**src/hdl/cfg_pkg.sv**
```systemverilog
// Purpose: Shared constants for the memory mode configuration block.
// Assumes: Address bus of 13 bits, two bank-select inputs.
// Notes: Field positions, codes and APB offsets are named once here.
package cfg_pkg;
  localparam int ADDR_W = 13;
  localparam int BL_LSB = 0;
  localparam int BL_MSB = 2;
  localparam int ORDER_POS = 3;
  localparam int LAT_LSB = 4;
  localparam int LAT_MSB = 6;
  localparam int OPM_LSB = 7;
  localparam int OPM_MSB = 8;
  localparam int WB_POS = 9;
  localparam int RSV_LSB = 10;
  localparam logic [2:0] BL_1 = 3'h0;
  localparam logic [2:0] BL_2 = 3'h1;
  localparam logic [2:0] BL_4 = 3'h2;
  localparam logic [2:0] BL_8 = 3'h3;
  localparam logic [2:0] BL_PAGE = 3'h7;
  localparam logic [2:0] LAT_2 = 3'h2;
  localparam logic [2:0] LAT_3 = 3'h3;
  localparam logic [1:0] OPM_STD = 2'h0;
  localparam logic [12:0] MODE_RESET = 13'h0000;
  localparam logic [11:0] OFS_MODE = 12'h000;
  localparam logic [11:0] OFS_STATUS = 12'h004;
  localparam logic [11:0] OFS_WAIT = 12'h008;
  localparam int CFG_LOAD_WAIT_NS = 80;
  localparam int CLK_NS = 40;
  localparam int CFG_LOAD_WAIT_CYC = (CFG_LOAD_WAIT_NS + CLK_NS - 1) / CLK_NS;
  typedef enum logic [1:0] {
    CMD_OTHER = 2'b00,
    CMD_LOAD = 2'b01,
    CMD_READ = 2'b11,
    CMD_WRITE = 2'b10
  } cmd_t;
endpackage

```
**src/hdl/mode_cfg.sv**
```systemverilog
// Purpose: Mode configuration register of a synchronous memory device.
// Assumes: Commands are synchronous to clk; APB shows the stored setup.
// Notes: Reserved codes are stored as given and flagged in status.
//
// The APB slave port and the address map are this design's own decisions.
`timescale 1ns/1ps
`default_nettype none
module mode_cfg #(
  parameter int WAIT_CYC = cfg_pkg::CFG_LOAD_WAIT_CYC
) (
  // Clock and reset
  input wire logic clk,
  input wire logic resetn,
  // Memory command side
  input wire logic [1:0] cmd,
  input wire logic [cfg_pkg::ADDR_W-1:0] addr,
  input wire logic bank_sel_bit0,
  input wire logic bank_sel_bit1,
  input wire logic banks_idle,
  // Decoded configuration, read timing and load status
  output logic [3:0] burst_len,
  output logic burst_order,
  output logic [2:0] read_latency,
  output logic write_burst_policy,
  output logic write_len_one,
  output logic read_drive,
  output logic read_valid,
  output logic load_busy,
  // APB slave
  input wire logic psel,
  input wire logic penable,
  input wire logic pwrite,
  input wire logic [11:0] paddr,
  input wire logic [31:0] pwdata,
  output logic [31:0] prdata,
  output logic pready,
  output logic pslverr
);
  logic [cfg_pkg::ADDR_W-1:0] mode_reg;
  logic [3:0] err_reg;
  logic [7:0] wait_reg;
  logic [7:0] wait_next;
  logic load_now;
  logic read_now;
  logic [2:0] bl_code;
  logic [2:0] lat_code;
  logic order_bit;
  logic write_burst_bit;
  logic [1:0] opm_code;
  logic [2:0] lat_q;

  // Encodes a burst code as a beat count; zero marks full page or reserved.
  function automatic logic [3:0] bl_beats(input logic [2:0] code);
    unique case (code)
      cfg_pkg::BL_1: bl_beats = 4'h1;
      cfg_pkg::BL_2: bl_beats = 4'h2;
      cfg_pkg::BL_4: bl_beats = 4'h4;
      cfg_pkg::BL_8: bl_beats = 4'h8;
      default: bl_beats = 4'h0;
    endcase
  endfunction

  assign bl_code = mode_reg[cfg_pkg::BL_MSB:cfg_pkg::BL_LSB];
  assign order_bit = mode_reg[cfg_pkg::ORDER_POS];
  assign lat_code = mode_reg[cfg_pkg::LAT_MSB:cfg_pkg::LAT_LSB];
  assign opm_code = mode_reg[cfg_pkg::OPM_MSB:cfg_pkg::OPM_LSB];
  assign write_burst_bit = mode_reg[cfg_pkg::WB_POS];
  // Bank selects must be zero to target this register.
  assign load_now = (cmd == cfg_pkg::CMD_LOAD) && !bank_sel_bit0 && !bank_sel_bit1;
  assign read_now = (cmd == cfg_pkg::CMD_READ);

  // Only a load changes the stored word; there is no other writer.
  always_ff @(posedge clk or negedge resetn)
  begin
    if (!resetn)
      mode_reg <= cfg_pkg::MODE_RESET;
    else if (load_now)
      mode_reg <= addr;
  end

  // Error flags: reserved burst, reserved latency, reserved mode, misuse.
  // Misuse covers nonzero upper bits, load while busy, or banks not idle.
  always_ff @(posedge clk or negedge resetn)
  begin
    if (!resetn)
      err_reg <= 4'h0;
    else if (load_now)
    begin
      err_reg[0] <= (bl_beats(addr[2:0]) == 4'h0) && (addr[2:0] != cfg_pkg::BL_PAGE ||
                    addr[cfg_pkg::ORDER_POS]);
      err_reg[1] <= (addr[6:4] != cfg_pkg::LAT_2) && (addr[6:4] != cfg_pkg::LAT_3);
      err_reg[2] <= (addr[8:7] != cfg_pkg::OPM_STD);
      err_reg[3] <= (|addr[cfg_pkg::ADDR_W-1:cfg_pkg::RSV_LSB]) || !banks_idle ||
                    (wait_reg != 8'h00);
    end
  end

  always_comb
  begin
    wait_next = wait_reg;
    if (load_now)
      wait_next = 8'(WAIT_CYC);
    else if (wait_reg != 8'h00)
      wait_next = wait_reg - 8'h01;
  end

  always_ff @(posedge clk or negedge resetn)
  begin
    if (!resetn)
      wait_reg <= 8'h00;
    else
      wait_reg <= wait_next;
  end

  // Decoded outputs are registered from the stored word; load_busy is registered from the next wait count.
  always_ff @(posedge clk or negedge resetn)
  begin
    if (!resetn)
    begin
      burst_len <= 4'h1;
      burst_order <= 1'b0;
      read_latency <= cfg_pkg::LAT_2;
      write_burst_policy <= 1'b0;
      write_len_one <= 1'b1;
      load_busy <= 1'b0;
    end
    else
    begin
      burst_len <= bl_beats(bl_code);
      // A single beat has nothing to order, so the bit is masked.
      burst_order <= (bl_code == cfg_pkg::BL_1) ? 1'b0 : order_bit;
      read_latency <= lat_code;
      write_burst_policy <= write_burst_bit;
      write_len_one <= write_burst_bit || (bl_code == cfg_pkg::BL_1);
      load_busy <= (wait_next != 8'h00);
    end
  end

  always_ff @(posedge clk or negedge resetn)
  begin
    if (!resetn)
      lat_q <= cfg_pkg::LAT_2;
    else
      lat_q <= (lat_code == cfg_pkg::LAT_3) ? cfg_pkg::LAT_3 : cfg_pkg::LAT_2;
  end

  read_lat_pipe #(
    .DEPTH(3)
  ) u_pipe (
    .clk(clk),
    .resetn(resetn),
    .rd_start(read_now),
    .latency(lat_q),
    .drive_on(read_drive),
    .data_valid(read_valid)
  );

  // APB: zero wait states, read data registered in the setup cycle.
  always_ff @(posedge clk or negedge resetn)
  begin
    if (!resetn)
    begin
      prdata <= 32'h0000_0000;
      pready <= 1'b0;
      pslverr <= 1'b0;
    end
    else
    begin
      pready <= psel && !penable;
      pslverr <= psel && !penable && (paddr != cfg_pkg::OFS_MODE) &&
                 (paddr != cfg_pkg::OFS_STATUS) && (paddr != cfg_pkg::OFS_WAIT);
      if (psel && !penable && !pwrite)
      begin
        unique case (paddr)
          cfg_pkg::OFS_MODE: prdata <= {19'h0_0000, mode_reg};
          cfg_pkg::OFS_STATUS: prdata <= {27'h000_0000, load_busy, err_reg};
          cfg_pkg::OFS_WAIT: prdata <= {24'h00_0000, wait_reg};
          default: prdata <= 32'h0000_0000;
        endcase
      end
    end
  end

  logic pwdata_unused;
  assign pwdata_unused = ^pwdata;
endmodule
`default_nettype wire

```
**src/hdl/read_lat_pipe.sv**
```systemverilog
// Purpose: Delays a read strobe by the programmed latency.
// Assumes: Latency is two or three clocks.
// Notes: Drive starts one edge before data is valid.
`timescale 1ns/1ps
`default_nettype none
module read_lat_pipe #(
  parameter int DEPTH = 3
) (
  // Clock and reset
  input wire logic clk,
  input wire logic resetn,
  // Control
  input wire logic rd_start,
  input wire logic [2:0] latency,
  // Result
  output logic drive_on,
  output logic data_valid
);
  logic [DEPTH-1:0] sr_reg;
  always_ff @(posedge clk or negedge resetn)
  begin
    if (!resetn)
      sr_reg <= '0;
    else
      sr_reg <= {sr_reg[DEPTH-2:0], rd_start};
  end
  // Stage k holds a read registered k+1 edges ago.
  always_ff @(posedge clk or negedge resetn)
  begin
    if (!resetn)
    begin
      drive_on <= 1'b0;
      data_valid <= 1'b0;
    end
    else
    begin
      // Drive rises after edge n+m-1 and valid after edge n+m, so neither may use rd_start.
      drive_on <= (latency == cfg_pkg::LAT_3) ? sr_reg[1] : sr_reg[0];
      data_valid <= (latency == cfg_pkg::LAT_3) ? sr_reg[2] : sr_reg[1];
    end
  end
endmodule
`default_nettype wire
```
**config.mk**
```make
export PLATFORM = sky130hd
export DESIGN_NAME = mode_cfg
export DESIGN_NICKNAME = d
export VERILOG_FILES = /design/src/hdl/cfg_pkg.sv /design/src/hdl/mode_cfg.sv /design/src/hdl/read_lat_pipe.sv
export SDC_FILE = /design/constraint.sdc
export NUM_CORES = 1
export LEC_CHECK = 0
export BUFFER_PORTS_ARGS = -buffer_cell sky130_fd_sc_hd__buf_2
export CAP_MARGIN = 10
export CORE_ASPECT_RATIO = 0.75
export CORE_MARGIN = 4
export CORE_UTILIZATION = 47
export CTS_CLUSTER_SIZE = 30
export DETAILED_ROUTE_END_ITERATION = 6
export PLACE_DENSITY_LB_ADDON = 0.3
export SYNTH_ARGS = -nofsm -noshare
export SYNTH_HDL_FRONTEND = slang
export SYNTH_SLANG_ARGS = --single-unit
```
**constraint.sdc**
```tcl
create_clock -name clk -period 2.3 [get_ports clk]
set_input_delay 0.23 -clock clk [delete_from_list [all_inputs] [get_ports clk]]
set_output_delay 0.23 -clock clk [all_outputs]
set_load 0.02 [all_outputs]
```
==> results of run 1 <==
## metal layers
layer | routed length [microns] | vias up
li1 | - | 931
met1 | 2670 | 879
met2 | 2430 | 60
met3 | 410 | 8
met4 | 53 | 0
met5 | 0 | -
## worst max-delay path: cells and delay by family, from the launching register on
kind,cells,cell delay [ns]
simple gates,3,0.94
buf+inv,1,0.12
flops,1,0.48
fa+ha+maj,1,0.20
compound gates,1,0.09
## synthesized netlist by cell type (4+ instances only)
library cell | count | area (sq um)
a31oi_1 | 4 | 25.0
o21ai_1 | 8 | 40.0
nor4_4 | 4 | 85.1
dfrtp_1 | 54 | 1350
buf_2 | 5 | 25.0
xnor2_1 | 4 | 35.0
buf_4 | 19 | 143
nand2_1 | 48 | 180
inv_1 | 4 | 15.0
a22o_1 | 6 | 52.6
nor2_1 | 15 | 56.3
clkbuf_1 | 6 | 22.5
a221o_1 | 5 | 50.1
mux2i_1 | 6 | 60.1
## through the flow
stage          instance area (sq um)  std cells
6_report                        3160        392
5_1_grt                         3160        392
4_1_cts                         3160        392
3_5_place_dp                    2970        375
3_3_place_gp                    2970        375
2_1_floorplan                   2720        263
## kinds of logic (layout without fill, tap and decap cells)
group                    after synthesis  count (layout)  share of synthesized area (%)
multiplexers                           8               8                           3.11
XOR/XNOR                               6               6                           1.98
AND/OR/NAND/NOR                      105             105                           23.4
AO/OA/AOI/OAI                         30              30                           8.29
adder cells (fa/ha/maj)                2               2                          0.942
other                                  1              19                          0.141
buffers and inverters                 36              90                           8.29
flip-flops                            57              57                           53.8
## path summary, 6_finish.rpt
kind,slack [ns],startpoint,to,cells after the start
max,0.36,wait_reg[1],err_reg[3],6
min in group asynchronous,0.44,resetn,u_pipe.sr_reg[2],2
max in group asynchronous,1.14,resetn,read_latency[1],3
min,0.05,penable,pready,2
min reg2reg,0.37,u_pipe.sr_reg[0],u_pipe.sr_reg[1],0
max reg2reg,0.36,wait_reg[1],err_reg[3],6
## repair_timing
item,in CTS,in global routing
setup endpoints to repair,0,0
gates resized for setup,0,0
endpoints found under the hold margin,24,0
hold buffers,1,0
## layout make-up
cell class,count,area [sq um]
fillers,489,2250
flip-flops and latches,57,1430
multi-input cells,170,1070
repair buffers,69,365
clock buffers,13,139
well taps,75,93.8
clock inverters,3,42.5
inverters,5,18.8
## power breakdown
group          switching [mW]  leakage [nW]  total [mW]  internal, mW
Sequential              0.188         0.727        1.37          1.18
Clock                   0.368        0.0876       0.868         0.500
Combinational           0.420         0.803       0.738         0.318
==> out/metrics.yaml, run 1 <==
diodes: 0
worst_slack_ns: 0.359
fmax_ghz: 0.515
grtUsageMet3_pct: 7.22
cts.path.max_buffers: 2
clkTransAtPathRegs_ns: 0.06
grt_pass1_vias: 1751
drc: 0
area_growth_pct: 19.1
cts-root-buf: "clkbuf_8"
syn_area_per_cell_sq_um: 10.8
status: "complete, no violations"
ys_types: 48
rows: 23
power_density_nw_per_um2: 941
grt_use_total_pct: 17.2
finalMaxSlewViolations: 0
cts_made_buffers: 9
relSlewSlack_pct: 58.5
yosysWarnings: 0
crit_arrival_ns: 2.15
top_usage_layer: "met2"
hold_class: "input port to flop"
met1_usage_pct: 23.6
ys_seq_elements: 57
ys.flop_type: "dfrtp_1"
netlist_instances: 245
ctsHtreeMaxLevel: 3
num_vias: 1878
place_congestion: 0.835
setup_viol: 0
layout.cells.most_common_list: "buf_2 (62), dfrtp_1 (54), nand2_1 (48)"
grt_overflow: 0
fin_nets: 381
dpl.hpwl_mm: 4.19
grt_pass1_wl_mm: 8.68
finalSetupTns_ns: 0
synth_area_sq_um: 2660
peakVddDrop_v: 0.000400
tightest_slew_ns: 0.623
grt_start_max_net_pins: 28
viasPerCell: 4.79
cp.required_ns: 2.51
wl_per_cell_microns: 14.2
critPathLaunchType: "flop"
antenna_found_initial: 0
post-route-period-util_pct: 84.4
route.antenna.remaining_nets: 0
hold_viol_final: 0
wirelength_mm: 5.56
gr-usage-met2_pct: 24.8
start_util_pct: 49.1
drt-pass1-iter-count: 4
ys_async_sr_fraction_pct: 100
hold-worst-slack_ns: 0.0527
cts_tree: "built"
fin_crit_ns: 1.94
path_cells: "inv_1 -> ha_1 -> nor4b_1 -> nand2_1 -> nor4_1 -> o21ai_1"
p_leak_nw: 1.62
portBuffers: 62
insertion_delay_ns: 0.34
drt_iter0_drc: 95
cp_slowest_cell: "dfrtp_1"
worstSetupEndpointType: "flop"
layout-drive-gt1-share_pct: 30.3
rsz0062_at_grt: "false"
critPathKind: "flop to flop"
worst_path_largest_cell_delay_ns: 0.48
final_core_utilization_pct: 58.5
io_pins: 114
finClkSkew_ns: 0.00636
cap_violations: 0
core_sq_um: 5410
die_y_microns: 73.1
ys_seq_area_share_pct: 53.8
final_common_cell: "buf_2"
post-place-ws_ns: 0.429
critPathMaxFanout: 9
power_mw: 2.98
clock-sinks: 57
dieWidth_microns: 94.8
synth_edf_count: 0
postCtsSetupBuffers: 0
dieArea_sq_um: 6930
Note: power is estimated with default switching activity, not from simulation.
==> inputs of run 2 (changes only) <==
Settings changed: CORE_UTILIZATION 47 to 43.
Clock period 2.3 ns to 1.67 ns, I/O delays scaled along.
==> run 2 against run 1 <==
- sequential power increased by 35%
- maximum frequency up 21%
- sequential cell count stayed put
- global-route usage down 0.93 points
- via count increased by 3.0%
- critical path depth rose by 1
- sequential share of layout area shrank 2.4 points
- power up 53%
- core utilization down 1.7 points
- final area increased by 5.5%
==> out/metrics.yaml, run 2 (synthesis gave the netlist of run 1 again) <==
critPathKind: "flop to flop"
cts-root-buf: "clkbuf_8"
place_congestion: 0.816
portBuffers: 62
power_frac_seq_pct: 40.8
dieArea_sq_um: 7510
wl_per_cell_microns: 14.3
cts_made_buffers: 9
post-route-period-util_pct: 95.8
final_core_utilization_pct: 56.7
drt_iter0_drc: 97
drt-pass1-iter-count: 4
p_leak_nw: 1.70
grt_use_total_pct: 16.3
clock-sinks: 57
drc: 0
switching_share_pct: 31.6
hold_class: "input port to flop"
p_clk_share_pct: 31.3
final_common_cell: "buf_2"
switchingPower_mw: 1.44
status: "complete, no violations"
finClkSkew_ns: 0.00796
worstSetupEndpointType: "flop"
rsz0062_at_grt: "true"
multiInputGateArea_sq_um: 1100
ctsHtreeMaxLevel: 3
grt_start_max_net_pins: 58
grt_pass1_vias: 1896
fillers: 548
ff_latch_area_sq_um: 1430
clkTransAtPathRegs_ns: 0.07
cts_tree: "built"
core_sq_um: 5890
cp.required_ns: 1.86
peakVddDrop_v: 0.000667
io_pins: 114
critPathLaunchType: "flop"
post-place-cells: 388
diodes: 0
finalSetupTns_ns: 0
cap_violations: 0
antenna_found_initial: 0
finalMaxSlewViolations: 0
setup_viol: 0
fin_crit_ns: 1.60
die_y_microns: 76.1
rows: 24
stdcell_count: 406
critPathMaxFanout: 2
area_growth_pct: 25.7
hold-worst-slack_ns: 0.0292
start_util_pct: 45.1
dpl.hpwl_mm: 4.19
worst-r2r-setup-slack_ns: 0.07
num_vias: 1934
fmax_ghz: 0.625
grt_pass1_wl_mm: 9.53
route.antenna.remaining_nets: 0
power_density_nw_per_um2: 1360
crit_arrival_ns: 1.79
layout-drive-gt1-share_pct: 35.1
viasPerCell: 4.76
power_frac_comb_pct: 28.0
insertion_delay_ns: 0.33
grt_overflow: 0
cts.path.max_buffers: 2
hold_viol_final: 0
p_int_mw: 3.10
wirelength_mm: 5.81
dieWidth_microns: 98.8
layout.cells.most_common_list: "buf_2 (62), dfrtp_1 (54), nand2_1 (48)"
fin_nets: 392
run 2: changes by cell type in the layout (fill, tap and decap cells not counted), moves of 2 or more:
cell      change
inv_2         +2
nor4_2        +2
nor4_1        -2
inv_1         -2
buf_4         +8
clkbuf_1      -3
run 2: final cells by class:
class                           count  share of cell area (%)
Clock buffer                       11                    4.24
Clock inverter                      5                    2.36
Inverter                            5                   0.562
Multi-Input combinational cell    170                    33.1
Sequential cell                    57                    42.8
Tap cell                           78                    2.92
Timing Repair Buffer               80                    14.0
run 2: metrics by stage:
step                instance area [sq um]  setup WS (ns)  power (mW)
finish                               3340         0.0706        4.54
global placement                     3060        -0.0243        3.05
CTS                                  3310         0.0108        4.52
global route                         3340        -0.0450        4.82
detailed placement                   3060        -0.0437        3.07
floorplan                            2730         0.0629        2.64
run 2: power groups by stage:
stage	clock network (mW)	logic, mW	registers, mW
2_1_floorplan	0	0.789	1.85
3_3_place_gp	0	1.19	1.86
3_5_place_dp	0	1.20	1.87
4_1_cts	1.46	1.21	1.85
5_1_grt	1.52	1.41	1.89
6_report	1.42	1.27	1.85
run 2: repair_timing:
action                     CTS  global route
resized for setup            1             7
setup endpoints to repair    8            10
hold endpoints to repair    55             0
pin swaps                    0             3
hold buffers                 2             0
setup buffers                0             0
run 2: worst max-delay path: stages, from the launching register on:
cell and delay, ns:
dfrtp_1 0.39, inv_2 0.08, ha_4 0.14, buf_6 0.09, or4b_1 0.43, o211ai_1 0.10
a22o_1 0.14, nand4_1 0.09
run 2: worst paths after layout:
kind	startpoint	to	cells after the start
max	wait_reg[0]	load_busy	7
min	addr[9]	mode_reg[9]	3
max reg2reg	wait_reg[0]	load_busy	7
min reg2reg	u_pipe.sr_reg[0]	u_pipe.sr_reg[1]	0
max in group asynchronous	resetn	read_latency[1]	3
min in group asynchronous	resetn	u_pipe.sr_reg[2]	3
run 2: routing by layer:
| metal | part of all wire, % | global-route usage, % |
|---|---|---|
| met4 | 2.0 | 7.50 |
| met2 | 44 | 22.0 |
| met5 | 0 | 0 |
| met1 | 47 | 23.1 |
| met3 | 7.1 | 5.76 |
==> inputs of run 3 (changes only) <==
Settings changed: ABC_AREA set to 1.
==> run 3 against run 2 <==
- final area fell by 3.3%
- power fell by 12%
- synthesized cell count rose by 25%
- register-to-register slack improved by 0.097 ns
- die area rose by 1.4%
- critical path depth rose by 2
- clock-buffer cell count rose by 2
- worst setup slack improved by 0.097 ns
- largest cell class unchanged
- critical endpoint unchanged
- sequential power barely moved
- largest power group unchanged
- via count rose by 8.4%
- clock skew fell by 0.00053 ns
==> out/metrics.yaml, run 3 <==
cts_tree: "built"
hold-worst-slack_ns: 0.0275
yosysTopAreaCell: "dfrtp_1"
critPathMaxFanout: 6
postCtsSetupBuffers: 0
synth_edf_count: 0
ys_async_sr_fraction_pct: 100
yosysMostFrequentCell: "nand2_1"
path_buf_inv: 1
core_sq_um: 5950
post-route-period-util_pct: 90.0
path_cells: "inv_1 -> ha_1 -> nand2_1 -> nor2_8 -> nor2_4 -> nand3_1 -> nand2_1 -> nor2_1 -> nand2_1"
grt_overflow: 0
worst-r2r-setup-slack_ns: 0.17
num_vias: 2097
ctsHtreeMaxLevel: 3
hold_viol_final: 0
grt_start_max_net_pins: 29
grt_use_total_pct: 16.1
finClkSkew_ns: 0.00743
cts-root-buf: "clkbuf_8"
path_common_cell: "nand2_1"
finalSetupTns_ns: 0
diodes: 0
die_y_microns: 76.6
post-place-ws_ns: 0.168
p_leak_nw: 1.84
reg2reg_depth: 9
cp.required_ns: 1.88
route.antenna.remaining_nets: 0
status: "complete, no violations"
reg2reg_to: "load_busy"
wl_per_cell_microns: 12.1
synth_common_cells: "nand2_1 (86), dfrtp_1 (54), inv_1 (34), nand3_1 (30), nor2_1 (21)"
worst_slack_ns: 0.167
grt_pass1_wl_mm: 9.65
cap_violations: 0
power_mw: 3.97
crit_arrival_ns: 1.72
cp.depth: 9
finalMaxSlewViolations: 0
crit_end: "load_busy"
viasPerCell: 4.54
cts_resized: 0
cp_top_family: "simple AND/OR/NAND/NOR gates"
critPathLaunch: "wait_reg[0]"
drt-pass1-iter-count: 5
layout-drive-gt1-share_pct: 27.9
drc: 0
area_growth_pct: 19.6
dieArea_sq_um: 7620
syn_area_per_cell_sq_um: 8.79
ys_seq_elements: 57
critPathLaunchType: "flop"
insertion_delay_ns: 0.34
worstSetupEndpointType: "flop"
rows: 24
ys.flop_type: "dfrtp_1"
peakVddDrop_v: 0.000604
io_pins: 114
hold_buffers: 1
dieWidth_microns: 99.5
clock-sinks: 57
layout.cells.most_common_list: "nand2_1 (86), buf_2 (62), dfrtp_1 (54)"
final_common_cell: "nand2_1"
cts_made_buffers: 9
ys_seq_area_share_pct: 53.0
antenna_found_initial: 0
synth_top_area_share_pct: 50.1
fillers: 564
synth_area_sq_um: 2700
cts.path.max_buffers: 2
rsz0062_at_grt: "false"
ys_types: 31
cp_slowest_cell: "dfrtp_1"
place_congestion: 0.775
wirelength_mm: 5.59
portBuffers: 62
hold_class: "input port to flop"
clkTransAtPathRegs_ns: 0.06
fmax_ghz: 0.666
fin_crit_ns: 1.50
grt_pass1_vias: 2024
drt_iter0_drc: 65
dpl.hpwl_mm: 4.31
power_density_nw_per_um2: 1230
synthTopCellsByArea: "dfrtp_1 (50%), nand2_1 (12%), nand3_1 (5.6%)"
r2r_start: "wait_reg[0]"
yosysWarnings: 0
final_core_utilization_pct: 54.3
critPathKind: "flop to flop"
worst_path_largest_cell_delay_ns: 0.39
start_util_pct: 45.4
setup_viol: 0
netlist_instances: 307
fin_nets: 448
[run 3: changes by cell type after synthesis, moves of 5 or more]
cell,previous run,this run
nand2_1,48,86
inv_1,4,34
nand3_1,1,30
o21ai_0,2,11
a22o_1,6,0
mux2i_1,6,0
nor2_1,15,21
o21ai_1,8,2
a221o_1,5,0
clkbuf_1,6,1
nor2_4,0,5
[run 3: metal layers]
layer / global-route usage (%) / share of wire [%] / vias up
li1: - / - / 1074
met1: 20.8 / 46 / 960
met2: 24.4 / 46 / 54
met3: 5.31 / 6.8 / 9
met4: 7.23 / 1.8 / 0
met5: 0 / 0 / -
[run 3: how the worst min path moves through the flow]
stage                       from                  to  cells past startpoint
after floorplan           resetn        burst_len[1]                      0
after global placement    resetn  write_burst_policy                      1
after detailed placement  resetn  write_burst_policy                      1
after CTS                 cmd[0]    u_pipe.sr_reg[0]                      3
after global routing      cmd[1]    u_pipe.sr_reg[0]                      3
final                     cmd[1]    u_pipe.sr_reg[0]                      3
[run 3: final cells by class]
| type | count | area (sq um) | share of cell area, % |
|---|---|---|---|
| flip-flops and latches | 57 | 1430 | 44.3 |
| multi-input cells | 207 | 1020 | 31.8 |
| repair buffers | 66 | 355 | 11.0 |
| clock buffers | 13 | 159 | 4.92 |
| inverters | 38 | 143 | 4.42 |
| well taps | 78 | 97.6 | 3.02 |
| clock inverters | 3 | 17.5 | 0.543 |
[run 3: cells by family (layout without fill, tap and decap cells)]
logic type,after synthesis,count (layout),synth area share (%)
and+or+nand+nor,161,161,27.9
buffers and inverters,61,120,11.5
other,1,19,0.139
xor gates and xnor gates,1,1,0.325
adders and majority gates,2,2,0.927
AOI/OAI and AO/OA,24,24,6.22
DFF,57,57,53.0
[run 3: tightest hold or removal path, cell delays in order]
cell	delay [ns]
buf_2	0.09
nand2_1	0.04
inv_1	0.04
[run 3: per-stage QoR]
stage	instance area (sq um)	instances
3_3_place_gp	3040	445
2_1_floorplan	2770	325
5_1_grt	3230	462
3_5_place_dp	3040	445
4_1_cts	3230	462
6_report	3230	462
[run 3: power by group]
group / leakage, nW / total [mW] / internal [mW] / switching, mW
clock network: 0.0894 / 1.13 / 0.614 / 0.511
logic: 1.03 / 1.00 / 0.352 / 0.651
registers: 0.719 / 1.85 / 1.63 / 0.214
total: 1.84 / 3.97 / 2.60 / 1.38
